File: src/design/bscg_pkg.sv
package bscg_pkg;

   // Clock rate and blink timing
   localparam int unsigned CLK_HZ        = 100_000_000;
   localparam int unsigned BLINK_HZ      = 8;
   localparam int unsigned BLINK_HALF    = CLK_HZ / (2 * BLINK_HZ);
   localparam int unsigned BLINK_CNT_W   = 23;
   localparam logic [BLINK_CNT_W-1:0] BLINK_LAST = BLINK_CNT_W'(BLINK_HALF - 1);

   // Reset values
   localparam logic RST_LAMP     = 1'b0;
   localparam logic RST_RAILS    = 1'b0;
   localparam logic RST_PROG_N   = 1'b1;

   // Lines from the FPGA over the internal pairs
   typedef struct packed {
      logic link0_pos;
      logic link1_pos;
      logic link1_neg;
      logic link2_neg;
      logic link3_pos;
      logic link3_neg_printed;
      logic link4_pos;
      logic link5_neg;
   } bscg_from_fpga_t;

   // Lines back toward the FPGA
   typedef struct packed {
      logic link2_pos;
      logic link4_neg;
      logic link5_pos;
      logic link_direction;
   } bscg_to_fpga_t;

   // Synthesizer control lines
   typedef struct packed {
      logic synth_serial_clk;
      logic synth_serial_io;
      logic synth_serial_io_oe;
      logic synth_select;
      logic synth_align;
      logic synth_rst;
   } bscg_synth_t;

   // Rail enables
   typedef struct packed {
      logic rail_low_enable;
      logic rail_mid_enable;
      logic rail_mezz_enable;
   } bscg_rails_t;

   // Board inputs that pass the synchroniser
   typedef struct packed {
      logic fan_tach_in;
      logic slot_reset_n;
      logic mezz_present_n;
      logic button_n;
      logic config_done;
      logic synth_serial_io;
   } bscg_pins_t;

endpackage

File: src/design/bscg_top.sv
`timescale 1ns/1ps
module bscg_top (
   // Clock and reset
   input  wire logic                     clk_in,
   input  wire logic                     nrst_in,
   // Internal pairs
   input  wire bscg_pkg::bscg_from_fpga_t from_fpga_in,
   output      bscg_pkg::bscg_to_fpga_t   to_fpga_out,
   // Board pins
   input  wire logic                     fan_tach_in,
   output      logic                     fan_drive_out,
   input  wire logic                     slot_reset_n_in,
   input  wire logic                     mezz_present_n_in,
   input  wire logic                     button_n_in,
   input  wire logic                     config_done_in,
   output      logic                     fpga_prog_n_out,
   output      logic                     status_lamp_out,
   // Synthesizer
   output      bscg_pkg::bscg_synth_t     synth_out,
   input  wire logic                     synth_serial_io_in,
   input  wire logic [1:0]               synth_status_in,
   // Power
   output      bscg_pkg::bscg_rails_t     rails_out,
   input  wire logic [2:0]               rail_good_in,
   input  wire logic [1:0]               converter_alert_n_in
);
   import bscg_pkg::*;

   ////////////////////////////////////////////////////////////////////////////
   // Reset release
   logic [1:0]               rst_sync;
   logic                     rst_n;
   assign rst_n = rst_sync[1];

   always_ff @(posedge clk_in or negedge nrst_in) begin
      if (!nrst_in) begin
         rst_sync <= 2'h0;
      end else begin
         rst_sync <= {rst_sync[0], 1'b1};
      end
   end

   ////////////////////////////////////////////////////////////////////////////
   // Pin synchroniser: three stages, change accepted when 2nd and 3rd agree
   bscg_pins_t               raw;
   bscg_pins_t               s1;
   bscg_pins_t               s2;
   bscg_pins_t               s3;
   bscg_pins_t               pin;
   bscg_pins_t               next_pin;

   assign raw = '{fan_tach_in:     fan_tach_in,
                  slot_reset_n:    slot_reset_n_in,
                  mezz_present_n:  mezz_present_n_in,
                  button_n:        button_n_in,
                  config_done:     config_done_in,
                  synth_serial_io: synth_serial_io_in};
   assign next_pin = (~(s2 ^ s3) & s3) | ((s2 ^ s3) & pin);

   always_ff @(posedge clk_in or negedge rst_n) begin
      if (!rst_n) begin
         s1  <= '1;
         s2  <= '1;
         s3  <= '1;
         pin <= '1;
      end else begin
         s1  <= raw;
         s2  <= s1;
         s3  <= s2;
         pin <= next_pin;
      end
   end

   ////////////////////////////////////////////////////////////////////////////
   // Blink divider; a one-cycle toggle enable, not a derived clock
   logic [BLINK_CNT_W-1:0]   blink_cnt;
   logic                     blink_tick;
   logic                     blink_phase;
   logic                     unconfigured;
   logic                     pressed;
   logic                     next_lamp;
   logic                     next_prog_n;

   assign blink_tick   = (blink_cnt == BLINK_LAST);
   assign unconfigured = !pin.config_done;
   assign pressed      = !pin.button_n;
   // Blink has priority; the user term applies only after configuration
   assign next_lamp    = unconfigured ? blink_phase
                                      : (pressed | from_fpga_in.link0_pos);
   assign next_prog_n  = !pressed;

   always_ff @(posedge clk_in or negedge rst_n) begin
      if (!rst_n) begin
         blink_cnt   <= '0;
         blink_phase <= 1'b0;
      end else begin
         blink_cnt   <= blink_tick ? '0 : blink_cnt + 1'b1;
         blink_phase <= blink_phase ^ (blink_tick & unconfigured);
      end
   end

   ////////////////////////////////////////////////////////////////////////////
   // Registered pass-through; one clock of latency behind the pairs and the synchronised pins
   // Status, alert and power-good inputs are deliberately left unread
   logic                     io_oe;
   assign io_oe = 1'b1;  // FPGA owns the data line; read-back is the pin level

   always_ff @(posedge clk_in or negedge rst_n) begin
      if (!rst_n) begin
         to_fpga_out     <= '0;
         fan_drive_out   <= 1'b0;
         fpga_prog_n_out <= RST_PROG_N;
         status_lamp_out <= RST_LAMP;
         synth_out       <= '0;
         rails_out       <= {3{RST_RAILS}};
      end else begin
         to_fpga_out.link5_pos      <= pin.fan_tach_in;
         fan_drive_out              <= from_fpga_in.link5_neg;
         to_fpga_out.link4_neg      <= pin.slot_reset_n;
         to_fpga_out.link2_pos      <= pin.synth_serial_io;
         to_fpga_out.link_direction <= pin.mezz_present_n;
         fpga_prog_n_out            <= next_prog_n;
         status_lamp_out            <= next_lamp;
         synth_out.synth_serial_clk <= from_fpga_in.link1_pos;
         synth_out.synth_serial_io  <= from_fpga_in.link1_neg;
         synth_out.synth_serial_io_oe <= io_oe;
         synth_out.synth_select     <= from_fpga_in.link3_pos;
         synth_out.synth_align      <= from_fpga_in.link3_neg_printed;
         synth_out.synth_rst        <= from_fpga_in.link4_pos;
         rails_out                  <= 3'h7;
      end
   end

   ////////////////////////////////////////////////////////////////////////////
   // Checks
   // Registered outputs keep reset values only until the first edge after release; checks wait two
   logic [1:0]               chk_arm;

   always_ff @(posedge clk_in or negedge rst_n) begin
      if (!rst_n) begin
         chk_arm <= 2'h0;
      end else begin
         chk_arm <= {chk_arm[0], 1'b1};
      end
   end

   a_tach_path: assert property (@(posedge clk_in) disable iff (!chk_arm[1])
      to_fpga_out.link5_pos == $past(pin.fan_tach_in))
      else $error("fan tach not forwarded");

   a_prog_idle: assert property (@(posedge clk_in) disable iff (!chk_arm[1])
      $past(!pressed) |-> fpga_prog_n_out)
      else $error("reprogram line asserted without press");

   a_lamp_press: assert property (@(posedge clk_in) disable iff (!chk_arm[1])
      ($past(pressed) && $past(!unconfigured)) |-> status_lamp_out)
      else $error("lamp dark on press");

   a_blink_hold: assert property (@(posedge clk_in) disable iff (!chk_arm[1])
      ($past(unconfigured) && $past(unconfigured, 2) && !$past(blink_tick, 2))
         |-> $stable(status_lamp_out))
      else $error("lamp changed between blink ticks");

   a_serial_lines: assert property (@(posedge clk_in) disable iff (!chk_arm[1])
      {synth_out.synth_serial_clk, synth_out.synth_serial_io} ==
      $past({from_fpga_in.link1_pos, from_fpga_in.link1_neg}))
      else $error("synth serial lines wrong");

   a_rails_hold: assert property (@(posedge clk_in) disable iff (!chk_arm[1])
      ($past(rails_out) == 3'h7) |-> (rails_out == 3'h7))
      else $error("rails dropped after start-up");

   a_fan_path: assert property (@(posedge clk_in) disable iff (!chk_arm[1])
      fan_drive_out == $past(from_fpga_in.link5_neg))
      else $error("fan drive does not follow pair five");

   a_button_prog: assert property (@(posedge clk_in) disable iff (!chk_arm[1])
      $past(pressed) |-> !fpga_prog_n_out)
      else $error("reprogram line not asserted on press");

   a_blink_rate: assert property (@(posedge clk_in) disable iff (!chk_arm[1])
      ($past(unconfigured) && $past(blink_tick, 2) && $past(unconfigured, 2))
         |-> (status_lamp_out != $past(status_lamp_out)))
      else $error("lamp did not toggle while unconfigured");

   a_lamp_user: assert property (@(posedge clk_in) disable iff (!chk_arm[1])
      $past(!unconfigured) |->
         (status_lamp_out == ($past(pressed) | $past(from_fpga_in.link0_pos))))
      else $error("lamp not button or pair zero");

   a_slot_reset: assert property (@(posedge clk_in) disable iff (!chk_arm[1])
      to_fpga_out.link4_neg == $past(pin.slot_reset_n))
      else $error("slot reset not copied");

   a_synth_lines: assert property (@(posedge clk_in) disable iff (!chk_arm[1])
      {synth_out.synth_select, synth_out.synth_align, synth_out.synth_rst} ==
      $past({from_fpga_in.link3_pos, from_fpga_in.link3_neg_printed,
             from_fpga_in.link4_pos}))
      else $error("synth control lines wrong");

   a_sdio_back: assert property (@(posedge clk_in) disable iff (!chk_arm[1])
      to_fpga_out.link2_pos == $past(pin.synth_serial_io))
      else $error("serial data not returned");

   a_rails_on: assert property (@(posedge clk_in) disable iff (!chk_arm[1])
      rails_out == 3'h7 || rails_out == 3'h0)
      else $error("rails not enabled together");

   a_blink_stop: assert property (@(posedge clk_in) disable iff (!chk_arm[1])
      (!unconfigured && $past(!unconfigured)) |=> $stable(blink_phase))
      else $error("blink continued after done");

   a_direction: assert property (@(posedge clk_in) disable iff (!chk_arm[1])
      to_fpga_out.link_direction == $past(pin.mezz_present_n))
      else $error("direction not from presence");

endmodule

File: config.mk
export PLATFORM = sky130hd
export DESIGN_NAME = bscg_top
export DESIGN_NICKNAME = d
export VERILOG_FILES = /design/src/design/bscg_pkg.sv /design/src/design/bscg_top.sv
export SDC_FILE = /design/constraint.sdc
export NUM_CORES = 1
export LEC_CHECK = 0
export BUFFER_PORTS_ARGS = -buffer_cell sky130_fd_sc_hd__buf_2
export CAP_MARGIN = 40
export CORE_MARGIN = 5
export CORE_UTILIZATION = 30
export CTS_CLUSTER_SIZE = 12
export DETAILED_ROUTE_END_ITERATION = 10
export PLACE_DENSITY = 0.48
export SLEW_MARGIN = 0
export SYNTH_ARGS = -nofsm -noshare
export SYNTH_HDL_FRONTEND = slang
export SYNTH_SLANG_ARGS = --single-unit
export TNS_END_PERCENT = 5
File: constraint.sdc
create_clock -name clk_in -period 4.7 [get_ports clk_in]
set_input_delay 0.47 -clock clk_in [delete_from_list [all_inputs] [get_ports clk_in]]
set_output_delay 0.47 -clock clk_in [all_outputs]
set_load 0.02 [all_outputs]
==> summary.md, run 1 <==
| Metric | Value |
|---|---|
| Worst vdd ir | `0.0002252 V` |
| RSZ-0062 raised after global routing | `false` |
| Fin util | `0.3599` |
| Total GRT Usage | `0.08820` |
| TritonCTS clock tree | `built` |
| Post-DP HPWL | `2502 µm` |
| # rows | `32` |
| PostCTS Resize Cnt | `0` |
| Antenna-violating nets left | `0` |
| Syn Std Cell Area | `0.002302 mm²` |
| Synth top cells by count | `dfrtp_1, dfstp_2, nor2_1` |
| Die area | `0.009526 mm²` |
| Worst min-delay path class | `in -> reg` |
| Vias | `1342` |
| Die H | `97.60 µm` |
| Worst path required time | `4.90 ns` |
| Final setup viols | `0` |
| Yosys cell types | `36` |
| Most common cell in the netlist | `dfrtp_1` |
| Initial Util | `0.3026` |
| Main area contributors after synthesis | `dfrtp_1, dfstp_2, xnor2_1` |
| Avg Vias per Cell | `4.288` |
| Total Nets Final | `230` |
| Design area | `0.002738 mm²` |
| Synth area leader | `dfrtp_1` |
| IO Port Bufs | `30` |
| Reg clk slew, reported paths | `0.07 ns` |
| Clock sink count | `63` |
| First-pass GRT wire length | `6637 µm` |
| Cells after Synth | `168` |
| Fmax | `0.4561 GHz` |
| CP peak stage delay | `0.54 ns` |
| GPL Wtd Cong | `0.6902` |
| Final hold violation count | `0` |
| Max Slew Vio Count | `0` |
| Period utilisation layout | `0.4664` |
| Yosys top cell area share | `0.4130` |
| CP Class | `reg -> reg` |
| Clk_lat worst skew | `0.33 ns` |
| Detailed Routing Iterations Pass 1 | `4` |
| Flops & latches, synth | `63` |
| Post-route DRC violation count | `0` |
| CTS Buf Count | `9` |
| Total grt overflow | `0` |
| CP arrival | `2.39 ns` |
| Critical path cell sequence | `or4b_1 > or3_2 > nor3_4 > nor2_1` |
| Lkg Pwr | `1.192 nW` |
| Dpl cell area | `0.002554 mm²` |
| Vias in the first global route | `1377` |
| Drt wl/cell | `12.04 µm` |
| Syn avg cell area | `13.70 µm²` |
| Share of cells above drive strength 1 | `0.3886` |
| Power density cells | `377.2 mW/mm²` |
| Clk buf depth | `2` |
| Initial antenna violation count | `0` |
| Ports | `39` |
| Top_reg_cell synth | `dfrtp_1` |
| Max_cap viols | `0` |
| Chip width | `97.60 µm` |
| Largest net degree at the start of global routing | `35` |
| Dpl cells | `296` |
| Worst rel slew slack | `0.5920` |
| Slew @ Worst Pin | `0.6120 ns` |
| Antenna fix cells | `0` |
| H-tree depth | `3` |
| Worst Setup End Kind | `flip-flop` |
| Synth-to-Final Area Change | `18.91%` |
| Post-synth EDFFs | `0` |
| Count of warnings emitted by yosys | `0` |
| First DRT Iteration DRCs | `63` |
| Setup Skew | `0.006192 ns` |
| Setup_tns | `0 ns` |
| Root Driver | `clkbuf_8` |
| Setup crit start kind | `flip-flop` |
| Final Non-Filler Cells | `313` |
| Critical-path top delay cell | `nor3_4` |
| Crit path max fanout | `14` |
| Status | `completed` |
| Seq/Total Area, Yosys | `0.6984` |
| Core area | `0.007607 mm²` |
| Async set or reset register ratio after synthesis | `1.000` |
| Final Routed Wirelength | `3768 µm` |
| Min Tclk post-route | `2.192 ns` |
| Hold_ws | `0.2271 ns` |
-- worst max-delay path, delay by kind of cell (launching register included) --
family        cells  cell delay [ns]
simple gates      4             1.64
flops             1             0.40
-- stage by stage --
| stage | power (mW) | setup slack, ns |
|---|---|---|
| 2_1_floorplan | 0.6198 | 2.782 |
| 3_3_place_gp | 0.6391 | 2.462 |
| 3_5_place_dp | 0.6406 | 2.460 |
| 4_1_cts | 1.054 | 2.438 |
| 5_1_grt | 1.081 | 2.359 |
| 6_report | 1.033 | 2.508 |
-- path summary, 6_finish.rpt --
check                                             start                      end  slack [ns]  cells after the start
worst max-delay path            blink_cnt[21]$_DFF_PN0_  blink_cnt[16]$_DFF_PN0_        2.51                      4
worst min-delay path                  mezz_present_n_in          s1[3]$_DFF_PN1_        0.23                      1
worst max register to register  blink_cnt[21]$_DFF_PN0_  blink_cnt[16]$_DFF_PN0_        2.51                      4
worst min register to register    rst_sync[1]$_DFF_PN0_   blink_cnt[6]$_DFF_PN0_        0.28                      0
max in group asynchronous         rst_sync[1]$_DFF_PN0_          s2[2]$_DFF_PN1_        3.54                      1
min in group asynchronous         rst_sync[1]$_DFF_PN0_   blink_cnt[6]$_DFF_PN0_        0.28                      0
-- registers in the layout, indices dropped and copies added, names as in the netlist, 2 cells and up, named ones only --
| register | count |
|---|---|
| blink_cnt | 23 |
| rst_sync | 2 |
| s1 | 6 |
| s2 | 6 |
| s3 | 6 |
| synth_out | 5 |
| to_fpga_out | 4 |
-- repair_timing --
item / in CTS / in global routing
buffers inserted: 0 / 0
setup endpoints to repair: 0 / 0
endpoints found under the hold margin: 2 / 0
hold buffers: 1 / 0
-- cell usage in the layout, fill, tap and decap left out, types with 2 or more instances in the layout --
cell type	netlist	layout
nor4_1	3	3
nand4_1	7	7
maj3_1	6	6
and4_1	3	3
or4_1	2	2
xor2_1	8	8
and3_2	2	2
dfstp_2	25	25
o31ai_1	2	2
clkinv_4	0	2
conb_1	1	2
clkinv_2	0	2
nand2_1	6	6
or3_1	2	2
and3_1	4	4
nand3_1	7	7
xnor2_1	8	8
dfrtp_1	38	37
clkbuf_8	0	9
inv_1	4	4
nor2_1	12	12
or3_2	2	2
buf_2	1	30
o21ai_0	4	4
clkinvlp_4	0	3
a21oi_1	4	4
-- metal layers --
metal / wire, µm / GRT usage / share of wire / vias to the layer above
met3: 143 / 0.03733 / 0.038 / 5
met2: 1791 / 0.1334 / 0.48 / 22
li1: - / - / - / 652
met4: 61 / 0.03195 / 0.016 / 0
met1: 1771 / 0.1128 / 0.47 / 663
met5: 0 / 0 / 0 / -
-- power by group --
part           internal (mW)  switching (mW)
clock                  0.190           0.213
combinational         0.0158          0.0253
sequential             0.575          0.0132
total                  0.781           0.252
-- final cells by class --
| class | instances | area, µm² |
|---|---|---|
| repair buffers | 32 | 167.7 |
| clock buffers | 9 | 123.9 |
| flip-flops and latches | 63 | 1609 |
| well taps | 102 | 127.6 |
| clock inverters | 7 | 50.05 |
| multi-input cells | 95 | 640.6 |
| fillers | 775 | 4870 |
| inverters | 5 | 18.77 |
-- cells by family after synthesis --
family,Yosys count,share of synthesized area
XOR/XNOR,16,0.06087
adder cells (fa/ha/maj),7,0.03152
other,1,0.001629
AO/OA/AOI/OAI,13,0.03424
flip-flops,63,0.6984
AND/OR/NAND/NOR,57,0.1484
buffers and inverters,11,0.02499
No activity file was read; power rests on OpenSTA's default activity.
==> run 2, diff against run 1 <==
==> constraint.sdc (replaced) <==
create_clock -name clk_in -period 2.25 [get_ports clk_in]
set_input_delay 0.225 -clock clk_in [delete_from_list [all_inputs] [get_ports clk_in]]
set_output_delay 0.225 -clock clk_in [all_outputs]
set_load 0.02 [all_outputs]
==> summary.md, run 2 (synthesis results as in run 1) <==
| Metric | Value |
|---|---|
| Clock sink count | `63 (unchanged)` |
| Clk_lat worst skew | `0.33 ns (about the same)` |
| Die H | `97.60 µm (unchanged)` |
| Power density cells | `750.0 mW/mm² (+99%)` |
| Worst Setup SP | `blink_cnt[21]$_DFF_PN0_` |
| Top delay family on crit path | `simple AND/OR/NAND/NOR gates` |
| Antenna fix cells | `0 (unchanged)` |
| Worst vdd ir | `0.0004833 V (+110%)` |
| Total grt overflow | `0 (unchanged)` |
| Drt wl/cell | `11.70 µm (-2.8%)` |
| Clk buf depth | `2 (unchanged)` |
| Worst rel slew slack | `0.6576 (+0.06562)` |
| Post-route DRC violation count | `0 (unchanged)` |
| TritonCTS clock tree | `built` |
| GPL Wtd Cong | `0.7256 (+5.1%)` |
| Met2 routed WL | `1830 µm (+2.2%)` |
| CP Class | `reg -> reg` |
| Die area | `0.009526 mm² (unchanged)` |
| Final hold violation count | `0 (unchanged)` |
| Worst min-delay path class | `in -> reg` |
| Fmax | `0.5075 GHz (+11%)` |
| Uppermost layer routed | `met4` |
| Worst Setup End Kind | `flip-flop` |
| Largest net degree at the start of global routing | `39 (+11%)` |
| IO Port Bufs | `30 (unchanged)` |
| CP arrival | `2.18 ns (-0.21 ns)` |
| Most frequent cells in the layout | `dfrtp_1, buf_2, dfstp_2` |
| Max Slew Vio Count | `0 (unchanged)` |
| Synth-to-Final Area Change | `25.87%` |
| Sequential share of power | `0.565 (-0.005)` |
| Final WS setup | `0.2797 ns (-2.228 ns)` |
| Commonest non-fill, non-tap cell in the layout | `dfrtp_1` |
| First DRT Iteration DRCs | `33 (-48%)` |
| Root Driver | `clkbuf_8` |
| Final setup viols | `0 (unchanged)` |
| Vias in the first global route | `1450 (+5.3%)` |
| Share of cells above drive strength 1 | `0.3733 (-0.01529)` |
| Period utilisation layout | `0.8757 (+0.4093)` |
| Antenna-violating nets left | `0 (unchanged)` |
| # rows | `32 (unchanged)` |
| Largest register FFs | `23 (unchanged)` |
| Vias | `1397 (+4.1%)` |
| Combinational share of power | `0.049 (+0.009)` |
| Reg clk slew, reported paths | `0.07 ns (about the same)` |
| Worst path required time | `2.46 ns (-2.44 ns)` |
| RSZ-0062 raised after global routing | `false` |
| Max_cap viols | `0 (unchanged)` |
| Worst R2R Path Depth | `5 (+1)` |
| End point of the critical path | `blink_cnt[11]$_DFF_PN0_` |
| Buffers and inverters on the worst path | `1 (+1)` |
| First-pass GRT wire length | `6851 µm (+3.2%)` |
| Switch share | `0.2418 (-0.001806)` |
| Critical-path top delay cell | `or4b_1` |
| Critical path cell sequence | `or4b_1 > or3_2 > nor3_4 > buf_12 > a21oi_1` |
| Met3 wire length | `105 µm (-27%)` |
| Lkg Pwr | `1.260 nW (+5.7%)` |
| CTS Buf Count | `9 (unchanged)` |
| FF-to-FF Start | `blink_cnt[21]$_DFF_PN0_` |
| Chip width | `97.60 µm (unchanged)` |
| Core area | `0.007607 mm² (unchanged)` |
| CP peak stage delay | `0.51 ns (-0.03 ns)` |
| PostCTS Resize Cnt | `0 (unchanged)` |
| # fillers | `764 (-1.4%)` |
| R2r endpoint | `blink_cnt[11]$_DFF_PN0_` |
| Cell depth of the worst setup path | `5 (+1)` |
| Status | `completed` |
| DP Worst Slack | `0.2917 ns (-2.168 ns)` |
| Area of the multi-input gates | `640.6 µm² (unchanged)` |
| Crit path max fanout | `14 (unchanged)` |
| Total GRT Usage | `0.09061 (+0.002407)` |
| Final Routed Wirelength | `3826 µm (+1.5%)` |
| Total Nets Final | `244 (+6.1%)` |
| H-tree depth | `3 (unchanged)` |
| Detailed Routing Iterations Pass 1 | `4 (unchanged)` |
| Ports | `39 (unchanged)` |
| Routed met1 length | `1824 µm (+3.0%)` |
| Proportion of power drawn by the clock network | `0.386 (-0.005)` |
| Initial Util | `0.3026 (unchanged)` |
| Internal Power | `1.648 mW (+110%)` |
| Setup Skew | `0.005853 ns (-0.0003389 ns)` |
| Slew @ Worst Pin | `0.5136 ns (-0.09843 ns)` |
| Net Switching | `0.5254 mW (+110%)` |
| Avg Vias per Cell | `4.272 (-0.36%)` |
| Overall Power | `2.173 mW (+110%)` |
| Initial antenna violation count | `0 (unchanged)` |
| Setup crit start kind | `flip-flop` |
| Post-DP HPWL | `2554 µm (+2.1%)` |
| Min Tclk post-route | `1.970 ns (-0.2220 ns)` |
| Worst R2R Setup Slack | `0.28 ns (-2.23 ns)` |
| Setup_tns | `0 ns (unchanged)` |
| Largest Register | `blink_cnt` |
| Sequential cell area | `0.001609 mm² (unchanged)` |
## run 2: cell count changes in the layout (fill, tap and decap cells not counted)
cell / previous run / this run
dlygate4sd3_1: 1 / 13
buf_12: 0 / 2
## run 2: metrics by stage
| step | utilization | hold slack, ns | std cells | cell area, µm² |
|---|---|---|---|---|
| after floorplan | - | -0.07059 | 169 | 2306 |
| after global placement | 0.3410 | 0.01149 | 298 | 2594 |
| after detailed placement | 0.3410 | 0.01257 | 298 | 2594 |
| after CTS | 0.3809 | 0.1344 | 327 | 2898 |
| after global routing | 0.3809 | 0.1654 | 327 | 2898 |
| final | 0.3809 | 0.1544 | 327 | 2898 |
## run 2: worst min path at each step
stage / slack (ns) / from / to / cells past startpoint
6_report: 0.15 / from_fpga_in[7] / status_lamp_out$_DFF_PN0_ / 3
5_1_grt: 0.17 / from_fpga_in[7] / status_lamp_out$_DFF_PN0_ / 3
4_1_cts: 0.13 / from_fpga_in[7] / status_lamp_out$_DFF_PN0_ / 3
3_5_place_dp: 0.01 / nrst_in / rst_sync[0]$_DFF_PN0_ / 1
3_3_place_gp: 0.01 / nrst_in / rst_sync[0]$_DFF_PN0_ / 1
2_1_floorplan: -0.07 / nrst_in / rst_sync[0]$_DFF_PN0_ / 0
## run 2: layout make-up
cell class | instances | area share
flip-flops and latches | 63 | 0.5553
multi-input cells | 95 | 0.2211
repair buffers | 46 | 0.1131
well taps | 102 | 0.04404
clock buffers | 9 | 0.04275
clock inverters | 7 | 0.01727
inverters | 5 | 0.006477
## run 2: metal layers
layer  GRT usage  up-vias
met1      0.1223      691
met4     0.05431        0
met2      0.1286       21
met3     0.02513        5
li1            -      680
met5           0        -
## run 2: timing repair
item / in CTS / in global routing
hold buffers: 13 / 0
endpoints found under the hold margin: 14 / 0
buffers inserted: 0 / 0
## run 2: power by group through the flow
| stage | combinational [mW] | sequential (mW) | clock, mW |
|---|---|---|---|
| 2_1_floorplan | 0.0194 | 1.28 | 0 |
| 3_3_place_gp | 0.0906 | 1.25 | 0 |
| 3_5_place_dp | 0.0923 | 1.25 | 0 |
| 4_1_cts | 0.110 | 1.23 | 0.883 |
| 5_1_grt | 0.119 | 1.23 | 0.925 |
| 6_report | 0.106 | 1.23 | 0.840 |
## run 2: worst min-delay path, stage by stage
cell and delay [ns]:
buf_2 0.09, inv_1 0.05, a31oi_1 0.07
